File: config.mk
export PLATFORM = sky130hd
export DESIGN_NAME = esa_error_status
export DESIGN_NICKNAME = d
export VERILOG_FILES = /design/src/hw/esa_pkg.sv /design/src/hw/esa_range_check.sv /design/src/hw/esa_error_status.sv
export SDC_FILE = /design/constraint.sdc
export NUM_CORES = 1
export LEC_CHECK = 0
export ABC_AREA = 1
export BUFFER_PORTS_ARGS = -buffer_cell sky130_fd_sc_hd__buf_4
export CAP_MARGIN = 15
export CORE_UTILIZATION = 47
export CTS_CLUSTER_DIAMETER = 120
export DETAILED_ROUTE_END_ITERATION = 6
export HOLD_SLACK_MARGIN = 0.03
export PLACE_DENSITY_LB_ADDON = 0.15
export SLEW_MARGIN = 20
export SYNTH_ARGS = -nofsm -noshare
export SYNTH_HDL_FRONTEND = slang
export SYNTH_HIERARCHICAL = 1
export SYNTH_SLANG_ARGS = --single-unit
File: constraint.sdc
create_clock -name clk -period 1.4 [get_ports clk]
set_input_delay 0.07 -clock clk [delete_from_list [all_inputs] [get_ports clk]]
set_output_delay 0.07 -clock clk [all_outputs]
set_load 0.01 [all_outputs]
File: src/hw/esa_pkg.sv
package esa_pkg;

	// ==========================================
	// Error byte layout
	localparam int BIT_FATAL    = 0;
	localparam int BIT_OFFSET   = 1;
	localparam int BIT_CONFIG   = 2;
	localparam int BIT_OUTPUT   = 3;
	localparam int BIT_SELFDIAG = 4;
	localparam int BIT_RANGE    = 5;
	localparam int BIT_MEMORY   = 6;
	localparam int BIT_RESERVED = 7;
	localparam int NUM_PROBES   = 4;
	localparam int PROBE_W      = 16;

	localparam logic [7:0] ERR_RESET    = 8'h00;
	localparam logic [7:0] ERR_AUTO     = 8'h22;
	localparam logic [7:0] ERR_LATCH    = 8'h5d;
	localparam logic [7:0] ERR_NONE     = 8'h00;

	// ==========================================
	// Self-test timing
	localparam int          SELFTEST_NS   = 1000;
	localparam int          CLK_NS        = 25;
	localparam int          SELFTEST_CYC  = (SELFTEST_NS + CLK_NS - 1) / CLK_NS;
	localparam logic [7:0]  SELFTEST_LAST = 8'(SELFTEST_CYC - 1);
	localparam logic [7:0]  CNT_ZERO      = 8'h00;
	localparam logic [7:0]  CNT_ONE       = 8'h01;

	// ==========================================
	// Carriers
	typedef struct packed {
		logic [PROBE_W-1:0] value;
		logic [PROBE_W-1:0] low;
		logic [PROBE_W-1:0] high;
	} esa_probe_t;

	typedef struct packed {
		logic       valid;
		logic [7:0] addr;
		logic [7:0] data;
	} esa_nvm_wr_t;

	typedef struct packed {
		logic fatal;
		logic offset;
		logic config_bad;
		logic output_bad;
		logic selfdiag;
		logic memory;
	} esa_faults_t;

endpackage : esa_pkg

File: src/hw/esa_range_check.sv
`timescale 1ns/1ps
module esa_range_check (
	input  wire logic                             clk,
	input  wire logic                             rst,
	input  wire esa_pkg::esa_probe_t              probe [esa_pkg::NUM_PROBES],
	output logic                                  outOfRange
);
	import esa_pkg::*;

	logic [NUM_PROBES-1:0] bad;
	logic                  next_outOfRange;

	// ==========================================
	// Per-probe window compare
	genvar g;
	generate
		for (g = 0; g < NUM_PROBES; g++) begin : g_probe
			assign bad[g] = (probe[g].value < probe[g].low) ||
			                (probe[g].value > probe[g].high);
		end
	endgenerate

	always_comb begin
		next_outOfRange = |bad;
	end

	always_ff @(posedge clk) begin
		if (rst)
			outOfRange <= 1'b0;
		else
			outOfRange <= next_outOfRange;
	end

endmodule : esa_range_check

File: src/hw/esa_error_status.sv
`timescale 1ns/1ps
// How it works
// - Self-test after power-up before reporting OK
// - Continuously compare probes against valid ranges
// - Read back each nonvolatile write that arrives while the verify is idle, compare
// - Status high when byte zero after self-test, else low
// - Error byte readable over UART or I2C
// - Offset and range bits clear themselves
// - Bits 0, 2, 3, 4, 6 latched until overwrite or reset; bit 7 always zero
// - Bits 0,1,2: fatal, offset, config
// - Bit 3: output generation error
// - Bit 4: self-diagnostic failure
// - Bit 5: any probe out of range
// - Bit 6 memory error; bit 7 reserved
// - Simultaneous faults combine into one byte
module esa_error_status (
	input  wire logic                             clk,
	input  wire logic                             rst,
	input  wire esa_pkg::esa_probe_t              probe [esa_pkg::NUM_PROBES],
	input  wire esa_pkg::esa_faults_t             faults,
	input  wire esa_pkg::esa_nvm_wr_t             nvmWrite,
	input  wire logic [7:0]                       nvmReadData,
	input  wire logic                             selfTestFail,
	input  wire logic                             uartWrite,
	input  wire logic [7:0]                       uartWriteData,
	output logic                                  nvmReadReq,
	output logic [7:0]                            nvmReadAddr,
	output logic                                  selfTestRun,
	output logic                                  selfTestDone,
	output logic                                  statusOk,
	output logic [7:0]                            uartReadData,
	output logic [7:0]                            i2cReadData
);
	import esa_pkg::*;

	typedef enum logic [1:0] {ST_IDLE, ST_TEST, ST_RUN} esa_state_t;
	typedef enum logic [1:0] {NV_IDLE, NV_READ, NV_CMP} esa_nvstate_t;

	logic        outOfRange;
	esa_state_t  state,  next_state;
	logic [7:0]  cnt,    next_cnt;
	logic        next_selfTestRun;
	logic        next_selfTestDone;
	esa_nvstate_t nvState, next_nvState;
	logic [7:0]  nvAddr,  next_nvAddr;
	logic [7:0]  nvData,  next_nvData;
	logic        next_nvmReadReq;
	logic        memFail;
	logic        testFail;
	logic [7:0]  errorByte, next_errorByte;
	logic [7:0]  setBits;
	logic [7:0]  autoBits;
	logic        next_statusOk;

	// ==========================================
	// Probe range monitor
	esa_range_check u_range (
		.clk        (clk),
		.rst        (rst),
		.probe      (probe),
		.outOfRange (outOfRange)
	);

	// ==========================================
	// Power-up self-test sequencer
	always_comb begin
		next_state        = state;
		next_cnt          = cnt;
		next_selfTestRun  = 1'b0;
		next_selfTestDone = selfTestDone;
		testFail          = 1'b0;
		case (state)
			ST_IDLE: begin
				next_state       = ST_TEST;
				next_cnt         = CNT_ZERO;
				next_selfTestRun = 1'b1;
			end
			ST_TEST: begin
				next_selfTestRun = 1'b1;
				next_cnt         = cnt + CNT_ONE;
				if (cnt == SELFTEST_LAST) begin
					testFail          = selfTestFail;
					next_state        = ST_RUN;
					next_selfTestRun  = 1'b0;
					next_selfTestDone = 1'b1;
				end
			end
			ST_RUN: begin
				next_state = ST_RUN;
			end
			default: begin
				next_state = ST_IDLE;
			end
		endcase
	end

	always_ff @(posedge clk) begin
		if (rst) begin
			state        <= ST_IDLE;
			cnt          <= CNT_ZERO;
			selfTestRun  <= 1'b0;
			selfTestDone <= 1'b0;
		end else begin
			state        <= next_state;
			cnt          <= next_cnt;
			selfTestRun  <= next_selfTestRun;
			selfTestDone <= next_selfTestDone;
		end
	end

	// ==========================================
	// Nonvolatile write verify
	always_comb begin
		next_nvState    = nvState;
		next_nvAddr     = nvAddr;
		next_nvData     = nvData;
		next_nvmReadReq = 1'b0;
		memFail         = 1'b0;
		case (nvState)
			NV_IDLE: begin
				if (nvmWrite.valid) begin
					next_nvAddr     = nvmWrite.addr;
					next_nvData     = nvmWrite.data;
					next_nvmReadReq = 1'b1;
					next_nvState    = NV_READ;
				end
			end
			NV_READ: begin
				next_nvState = NV_CMP;
			end
			NV_CMP: begin
				memFail      = (nvmReadData != nvData);
				next_nvState = NV_IDLE;
			end
			default: begin
				next_nvState = NV_IDLE;
			end
		endcase
	end

	always_ff @(posedge clk) begin
		if (rst) begin
			nvState    <= NV_IDLE;
			nvAddr     <= CNT_ZERO;
			nvData     <= CNT_ZERO;
			nvmReadReq <= 1'b0;
		end else begin
			nvState    <= next_nvState;
			nvAddr     <= next_nvAddr;
			nvData     <= next_nvData;
			nvmReadReq <= next_nvmReadReq;
		end
	end

	assign nvmReadAddr = nvAddr;

	// ==========================================
	// Error byte
	always_comb begin
		setBits               = ERR_NONE;
		setBits[BIT_FATAL]    = faults.fatal | testFail;
		setBits[BIT_CONFIG]   = faults.config_bad;
		setBits[BIT_OUTPUT]   = faults.output_bad;
		setBits[BIT_SELFDIAG] = faults.selfdiag;
		setBits[BIT_MEMORY]   = faults.memory | memFail;
		autoBits              = ERR_NONE;
		autoBits[BIT_OFFSET]  = faults.offset;
		autoBits[BIT_RANGE]   = outOfRange;
		next_errorByte        = errorByte & ERR_LATCH;
		if (uartWrite)
			next_errorByte = uartWriteData & ERR_LATCH;
		next_errorByte = next_errorByte | (setBits & ERR_LATCH) | autoBits;
		next_errorByte[BIT_RESERVED] = 1'b0;
		next_statusOk  = (state == ST_RUN) && (next_errorByte == ERR_NONE);
	end

	always_ff @(posedge clk) begin
		if (rst) begin
			errorByte    <= ERR_RESET;
			statusOk     <= 1'b0;
			uartReadData <= ERR_RESET;
			i2cReadData  <= ERR_RESET;
		end else begin
			errorByte    <= next_errorByte;
			statusOk     <= next_statusOk;
			uartReadData <= next_errorByte;
			i2cReadData  <= next_errorByte;
		end
	end

endmodule : esa_error_status

# Word-level counts from Yosys, hierarchy flattened

Index checks and enable logic that the tools add are counted.

Add/sub/neg operators: 1
Order comparisons: 8
Equality and inequality tests: 8
Mux-type cells: 12
Bitwise gates (word level): 5
Reduce and logical (&&, ||, !) cells: 13

Operator list:

| cell                                                            | count |
|---|---|
| 16-bit greater-than comparator                                  | 4 |
| 16-bit < comparator                                             | 4 |
| 8-bit one-hot mux with 2 select lines                           | 1 |
| 8-bit by 1-bit adder with 8-bit output, second input constant   | 1 |
| 8-bit by 6-bit == test with 1-bit output, second input constant | 1 |
| 8-bit != test                                                   | 1 |
| 7-bit logical NOT                                               | 1 |
| 7-bit 2-to-1 mux                                                | 1 |
| 7-bit by 6-bit bitwise OR with 7-bit output                     | 1 |
| 7-bit bitwise OR                                                | 1 |
| 2-bit one-hot mux with 3 select lines                           | 1 |
| 1-bit 2-to-1 mux                                                | 5 |
| 2-bit by 1-bit == test with 1-bit output, second input constant | 2 |
| 2-bit == test, second input constant                            | 2 |
| 2-bit logical NOT                                               | 2 |
| 1-bit logical OR                                                | 4 |
| 2-bit 2-to-1 mux                                                | 2 |
| 2-bit != test, second input constant                            | 2 |
| 2-bit one-hot mux with 2 select lines                           | 1 |
| 2-bit AND reduction                                             | 2 |
| 4-bit OR reduction                                              | 1 |
| 1-bit bitwise OR                                                | 2 |
| 1-bit one-hot mux with 2 select lines                           | 1 |
| 2-bit nonzero test                                              | 1 |
| 3 further kinds                                                 | 3 |

Bits in registers: 41
Input port bits: 235
Output and inout bits: 28
Word-level logic and storage cells: 59

# Logic depth before layout (Yosys ltp)

Gate-level depths: netlist of run 1.

Depth in word-level cells: 8
Depth in mapped cells: 15
Mapped depth without buffers: 15

# Modules after synthesis

Netlist of run 1, hierarchy kept.

Modules (own cells, without submodules):

| module           | times used | cells an instance | area an instance (um^2) | sequential area each (um^2) |
|---|---|---|---|---|
| esa_range_check  | 1          | 536               | 3318.2                  | 20.0 |
| esa_error_status | 1          | 242               | 1747.9                  | 780.7 |

# Worst setup path before layout of run 1

OpenSTA, ideal clock, no wires.

Kind: register -> register
Start point: register state[1]
End point: register cnt[4]
Library setup time: 124 ps
Arrival time: 1108 ps
Data required time: 1276 ps
Slack: 168 ps
Stages on the path, launching flop included: 7
Path buffers: 1
Period minus slack after synthesis: 1232 ps
Cells stage by stage: dfxtp_1 -> inv_1 -> ha_1 -> buf_2 -> and3_1 -> a22oi_1 -> nor3_1

Word-level cells in the longest chain between the ends: 2
Elaborated cells between the ends (all ways): 4
Classes of those cells: 1 x eq/ne; 1 x mux; 2 x reduce/logical

RTL lines:

| what                                                                          | RTL line                | source |
|---|---|---|
| from (decl)                                                                   | esa_error_status.sv:40  | `esa_state_t state, next_state;` |
| from (signal assigned)                                                        | esa_error_status.sv:104 | `state <= next_state;` |
| 2-bit by 1-bit == test with 1-bit output or 2-bit logical NOT (tied branches) | esa_error_status.sv:72  | `case (state)` |
| 8-bit one-hot mux with 2 select lines or 2-bit nonzero test (tied branches)   | -                       |  |
| to (signal assigned)                                                          | esa_error_status.sv:105 | `cnt <= next_cnt;` |
| to (decl)                                                                     | esa_error_status.sv:41  | `logic [7:0] cnt, next_cnt;` |

Parallel ways exist; a longest one is shown, timed or not.
A chain may end at the register's enable or synchronous reset.

# Final worst setup path of run 1

Ends and elaborated chain as after synthesis.

==> results.json, run 1 <==
{
  "status": "finished, final reports clean",
  "crit_path_start_kind": "register",
  "syn_area_um2": 5070,
  "drt_wl_total_um": 12600,
  "grt_pass1_vias": 5302,
  "powerDensity_nw_per_um2": 591,
  "cts_max_level": 2,
  "routedWlPerCell_um": 10.7,
  "pwr-share-seq_pct": 30.6,
  "p_leak_nw": 4.40,
  "cts_tree": "done",
  "drc_errors": 0,
  "nets": 1405,
  "clock_sinks": 40,
  "worstSkewPairLatency_ps": 290,
  "rows": 37,
  "timing.fmax_mhz": 777,
  "grt_pass1_wl_um": 21500,
  "swShare_pct": 33.9,
  "syn_avg_cell_area_um2": 6.51,
  "pwr-share-clk_pct": 21.5,
  "drive_gt1_share_pct": 29.1,
  "antenna_cells": 0,
  "stdcell_area_um2": 7330,
  "vias": 5441,
  "yosysWarnings": 6,
  "antenna_left": 0,
  "clockRootBuffer": "clkbuf_8",
  "min_period_ps": 1290,
  "nFillCells": 929,
  "viasPerCell": 4.61,
  "syn2layout_area_growth_pct": 44.6,
  "min_period_over_period_pct": 91.9,
  "antenna_found_initial": 0,
  "criticalPathCategory": "register to register",
  "dpl.hpwl_um": 11100,
  "die-height_um": 106,
  "power_mw": 4.33,
  "gp_congestion": 0.811,
  "die_area_um2": 11200,
  "slew_viol_final": 0,
  "dpl-instance-area_um2": 7120,
  "die_w_um": 106,
  "grt_setup_unrepaired": "false",
  "initial_core_util_pct": 48.9,
  "p_int_mw": 2.86,
  "combPwrFrac_pct": 47.9,
  "cts-buffers-inserted": 5,
  "gr-total-overflow": 0,
  "cts_buffer_depth": 2,
  "grt_max_degree": 22,
  "worstSetupEndpointType": "register",
  "drtPass1Iterations": 5,
  "finalSetupViolCount": 0,
  "synth_seq_cells": 40,
  "arrival_ps": 1470,
  "peakVddDrop_mv": 0.522,
  "cap_violations": 0,
  "path_clk_slew_ps": 80,
  "clock_skew_ps": 4.81,
  "portBuffers": 257,
  "switchingPower_mw": 1.47,
  "coreArea_um2": 10400,
  "netlist_instances": 778,
  "ios": 263,
  "grt_usage_pct": 23.2,
  "hold_viol_final": 0,
  "yosysSeqAreaShare_pct": 15.8,
  "crit_path_max_fanout": 7,
  "cp.required_ps": 1580,
  "cts_setup_buffers": 0,
  "hp-class": "input port to register",
  "drt_iter0_markers": 129,
  "synth_cell_types": 33
}
## per-layer routing
metal  GRT usage [%]  share of wire (%)  vias to the layer above
li1                -                  -                     2969
met3            5.50                7.7                       30
met2            44.3                 50                      192
met5               0                  0                        -
met4            8.04                2.8                        0
met1            24.5                 40                     2250
## cell usage after synthesis, drive strengths merged
| library cell | n | area [µm²] |
|---|---|---|
| o21ai | 34 | 174 |
| o21bai | 1 | 7.51 |
| inv | 181 | 679 |
| and3 | 1 | 6.26 |
| dfxtp | 40 | 801 |
| a21o | 3 | 22.5 |
| ha | 128 | 1600 |
| buf | 14 | 91.3 |
| and2 | 1 | 6.26 |
| nor4 | 1 | 21.3 |
| a21oi | 70 | 354 |
| o21a | 4 | 30.0 |
| nor3 | 11 | 60.1 |
| conb | 1 | 3.75 |
| clkbuf | 2 | 7.51 |
| nand2 | 168 | 661 |
| nand3 | 14 | 70.1 |
| nor2 | 84 | 325 |
| nand4 | 11 | 68.8 |
| xnor2 | 6 | 52.6 |
| a211oi | 2 | 15.0 |
| a22oi | 1 | 7.51 |
## logic make-up after synthesis
group                      after synthesis  share of synthesized area (%)
AOI/OAI and AO/OA                      115                           12.1
xor gates and xnor gates                 6                           1.04
adders and majority gates              128                           31.6
buffers and inverters                  197                           15.4
DFF                                     40                           15.8
other                                    1                         0.0740
and+or+nand+nor                        291                           24.1
## cells in the final DEF (no fill, tap or decap), types with 2 or more instances in the layout
cell / netlist / routed
nand2_2: 9 / 9
nand4_1: 11 / 11
dfxtp_1: 40 / 38
xnor2_1: 6 / 6
a21o_1: 3 / 3
nor3_1: 10 / 9
dfxtp_2: 0 / 2
a21oi_1: 69 / 69
clkbuf_8: 0 / 5
o21ai_1: 7 / 7
a211oi_1: 2 / 2
inv_2: 10 / 11
inv_1: 171 / 170
nor3_2: 1 / 2
nand2_1: 158 / 158
dlygate4sd3_1: 0 / 8
ha_1: 128 / 126
o21a_1: 4 / 4
buf_4: 9 / 264
nand3_1: 14 / 14
o21ai_0: 26 / 26
ha_2: 0 / 2
conb_1: 1 / 2
nor2_1: 82 / 82
## stage by stage
stage	utilization [%]	hold WS [ps]	instances	setup slack (ps)	setup TNS (ps)
2_1_floorplan	-	139	779	168	0
3_3_place_gp	68.7	296	1163	4.40	0
3_5_place_dp	68.7	301	1163	-2.91	-2.91
4_1_cts	70.5	30.1	1179	50.2	0
5_1_grt	70.7	38.0	1179	13.2	0
6_report	70.7	33.3	1179	114	0
## power by group through the flow
| stage | combinational, mW | sequential (mW) | clock (mW) |
|---|---|---|---|
| 2_1_floorplan | 1.14 | 1.36 | 0 |
| 3_3_place_gp | 2.00 | 1.34 | 0 |
| 3_5_place_dp | 2.05 | 1.35 | 0 |
| 4_1_cts | 2.08 | 1.32 | 0.951 |
| 5_1_grt | 2.39 | 1.34 | 0.992 |
| 6_report | 2.07 | 1.33 | 0.929 |
## flip-flops by register name, indices dropped and copies added (netlist names)
signal and count:
cnt 8, nvData 8, nvmReadAddr 8, errorByte 7, nvState 2, state 2
nvmReadReq 1, selfTestDone 1, selfTestRun 1, statusOk 1, u_range/outOfRange 1
## what timing repair did
item | 4_1_cts | 5_1_grt
hold buffers | 8 | 0
resized for setup | 0 | 6
hold endpoints to repair | 8 | 0
setup endpoints to repair | 0 | 6
## final timing paths
kind / end / startpoint / slack (ps) / depth (start not counted)
worst max-delay path: cnt[4] / state[1] / 110 / 6
worst min-delay path: nvmReadAddr[6] / nvmWrite[14] / 30 / 3
worst max register to register: cnt[4] / state[1] / 110 / 6
worst min register to register: selfTestDone / selfTestDone / 450 / 2
## critical path, stage by stage (launching register included)
cell	delay, ps
dfxtp_1	360
inv_1	70
ha_2	190
buf_4	160
and3_1	190
a22oi_1	140
nor3_1	60
## layout make-up
type,count,area (µm²),area share (%)
multi-input combinational,542,3500,47.8
sequential,40,803,11.0
clock buffer,5,68.8,0.939
timing repair buffer,272,2060,28.1
tap,136,170,2.32
clock inverter,3,42.5,0.581
inverter,181,679,9.27
Note: power is estimated with default switching activity, not from simulation.
==> inputs of run 2 (changes only) <==
- CORE_ASPECT_RATIO: unset -> 1.2
- CTS_CLUSTER_SIZE: unset -> 28
==> run 2 against run 1 <==
Compared with the run above: cell count decreased by 1.3%; critical endpoint is now state[0]; register-to-register slack about the same; first-iteration DRC count decreased by 16%; count of clock-buffer cells in the layout increased by 2; power increased by 4.1%; clock power increased by 21%; global-route usage decreased by 1.2 points; critical path depth decreased by 1; sequential power about the same; highest routed layer unchanged; largest power group unchanged; hold slack improved by 1.8 ps; core utilization decreased by 1.4 points.
==> results.json, run 2 (synthesis gave the netlist of run 1 again) <==
{
  "layout.cells.non_filler": 1164,
  "clock_sinks": 40,
  "antenna_left": 0,
  "drtPass1Iterations": 4,
  "dpl.hpwl_um": 11100,
  "drc_errors": 0,
  "arrival_ps": 1460,
  "nets": 1397,
  "p_leak_nw": 4.38,
  "antenna_cells": 0,
  "timing.fmax_mhz": 774,
  "pwr-share-seq_pct": 29.4,
  "crit_path_max_fanout": 4,
  "clockRootBuffer": "clkbuf_16",
  "cap_violations": 0,
  "swShare_pct": 32.8,
  "cts-buffers-inserted": 5,
  "gr-total-overflow": 0,
  "vias": 5444,
  "final_common_cell": "buf_4",
  "slew_viol_final": 0,
  "gp_congestion": 0.844,
  "cts_max_level": 2,
  "hold_viol_final": 0,
  "cp.required_ps": 1570,
  "crit_path_start_kind": "register",
  "grt_usage_pct": 22.0,
  "die-height_um": 116,
  "cts_setup_buffers": 0,
  "criticalPathCategory": "register to register",
  "drt_wl_total_um": 12300,
  "combPwrFrac_pct": 45.7,
  "cts_tree": "done",
  "nFillCells": 967,
  "numPlacedInstances": 1154,
  "finalSetupViolCount": 0,
  "peakVddDrop_mv": 0.490,
  "clock_skew_ps": 3.82,
  "stdcell_area_um2": 7280,
  "portBuffers": 257,
  "min_period_ps": 1290,
  "grt_pass1_wl_um": 20600,
  "switchingPower_mw": 1.48,
  "slowest_stage": "dfxtp_1",
  "cts_buffer_depth": 2,
  "utilization_pct": 69.3,
  "power_mw": 4.50,
  "rows": 41,
  "coreArea_um2": 10500,
  "hp-class": "input port to register",
  "syn2layout_area_growth_pct": 43.8,
  "p_int_mw": 3.03,
  "min_period_over_period_pct": 92.2,
  "grt_max_degree": 22,
  "worstPathCellList": "ha_2 -> nand4_1 -> o21ai_2 -> a21oi_1 -> and2_1",
  "fin_hold_ws_ps": 35.1,
  "grt_pass1_vias": 5155,
  "worstSetupEndpointType": "register",
  "powerDensity_nw_per_um2": 618,
  "initial_core_util_pct": 48.2,
  "worstSkewPairLatency_ps": 280,
  "ios": 263,
  "routedWlPerCell_um": 10.6,
  "die_w_um": 96.8,
  "status": "finished, final reports clean",
  "path_clk_slew_ps": 60,
  "critPathMaxStageDelay_ps": 350,
  "viasPerCell": 4.68,
  "dpl-instance-area_um2": 7100,
  "die_area_um2": 11200,
  "drt_iter0_markers": 109,
  "drive_gt1_share_pct": 29.2,
  "mostFrequentLayoutCells": "buf_4 (262), inv_1 (170), nand2_1 (158)",
  "antenna_found_initial": 0,
  "pwr-share-clk_pct": 24.9
}
-- run 2: what timing repair did --
| action | in CTS | in global routing |
|---|---|---|
| endpoints found under the setup margin | 0 | 5 |
| hold endpoints to repair | 2 | 0 |
| hold buffers | 2 | 0 |
| resized for setup | 0 | 7 |
-- run 2: critical path, delay by kind of cell (launching register included) --
family                   cells  cell delay, ps
AO/OA/AOI/OAI                2             340
adder cells (fa/ha/maj)      1             210
AND/OR/NAND/NOR              2             280
flip-flops                   1             350
-- run 2: power by group through the flow --
stage | clock network [mW] | logic [mW] | registers [mW]
5_1_grt | 1.21 | 2.37 | 1.34
3_3_place_gp | 0 | 2.01 | 1.34
4_1_cts | 1.16 | 2.06 | 1.32
3_5_place_dp | 0 | 2.05 | 1.35
2_1_floorplan | 0 | 1.14 | 1.36
6_report | 1.12 | 2.06 | 1.33
-- run 2: final timing paths --
kind	slack, ps	depth (start not counted)	start	end
min	40	3	nvmWrite[10]	nvmReadAddr[2]
max reg2reg	110	5	cnt[1]	state[0]
min reg2reg	440	2	u_range/outOfRange	errorByte[5]
max	110	5	cnt[1]	state[0]
-- run 2: final cells by class --
type                    count  area (µm²)  area share, %
flip-flops and latches     40         803           11.0
repair buffers            264        1990           27.3
inverters                 181         679           9.33
clock buffers               7         143           1.96
multi-input cells         542        3500           48.1
well taps                 129         161           2.22
clock inverters             1        7.51          0.103
-- run 2: metrics by stage --
| step | setup TNS (ps) | worst slack [ps] |
|---|---|---|
| floorplan | 0 | 168 |
| global placement | 0 | 34.4 |
| detailed placement | 0 | 23.0 |
| CTS | 0 | 66.1 |
| global route | -2.93 | -2.93 |
| finish | 0 | 109 |
-- run 2: layer usage --
layer | vias up | GRT usage (%) | wire, µm
met4 | 0 | 6.97 | 301
met2 | 182 | 43.4 | 6260
li1 | 2957 | - | -
met3 | 22 | 6.21 | 1010
met5 | - | 0 | 0
met1 | 2283 | 22.3 | 4740
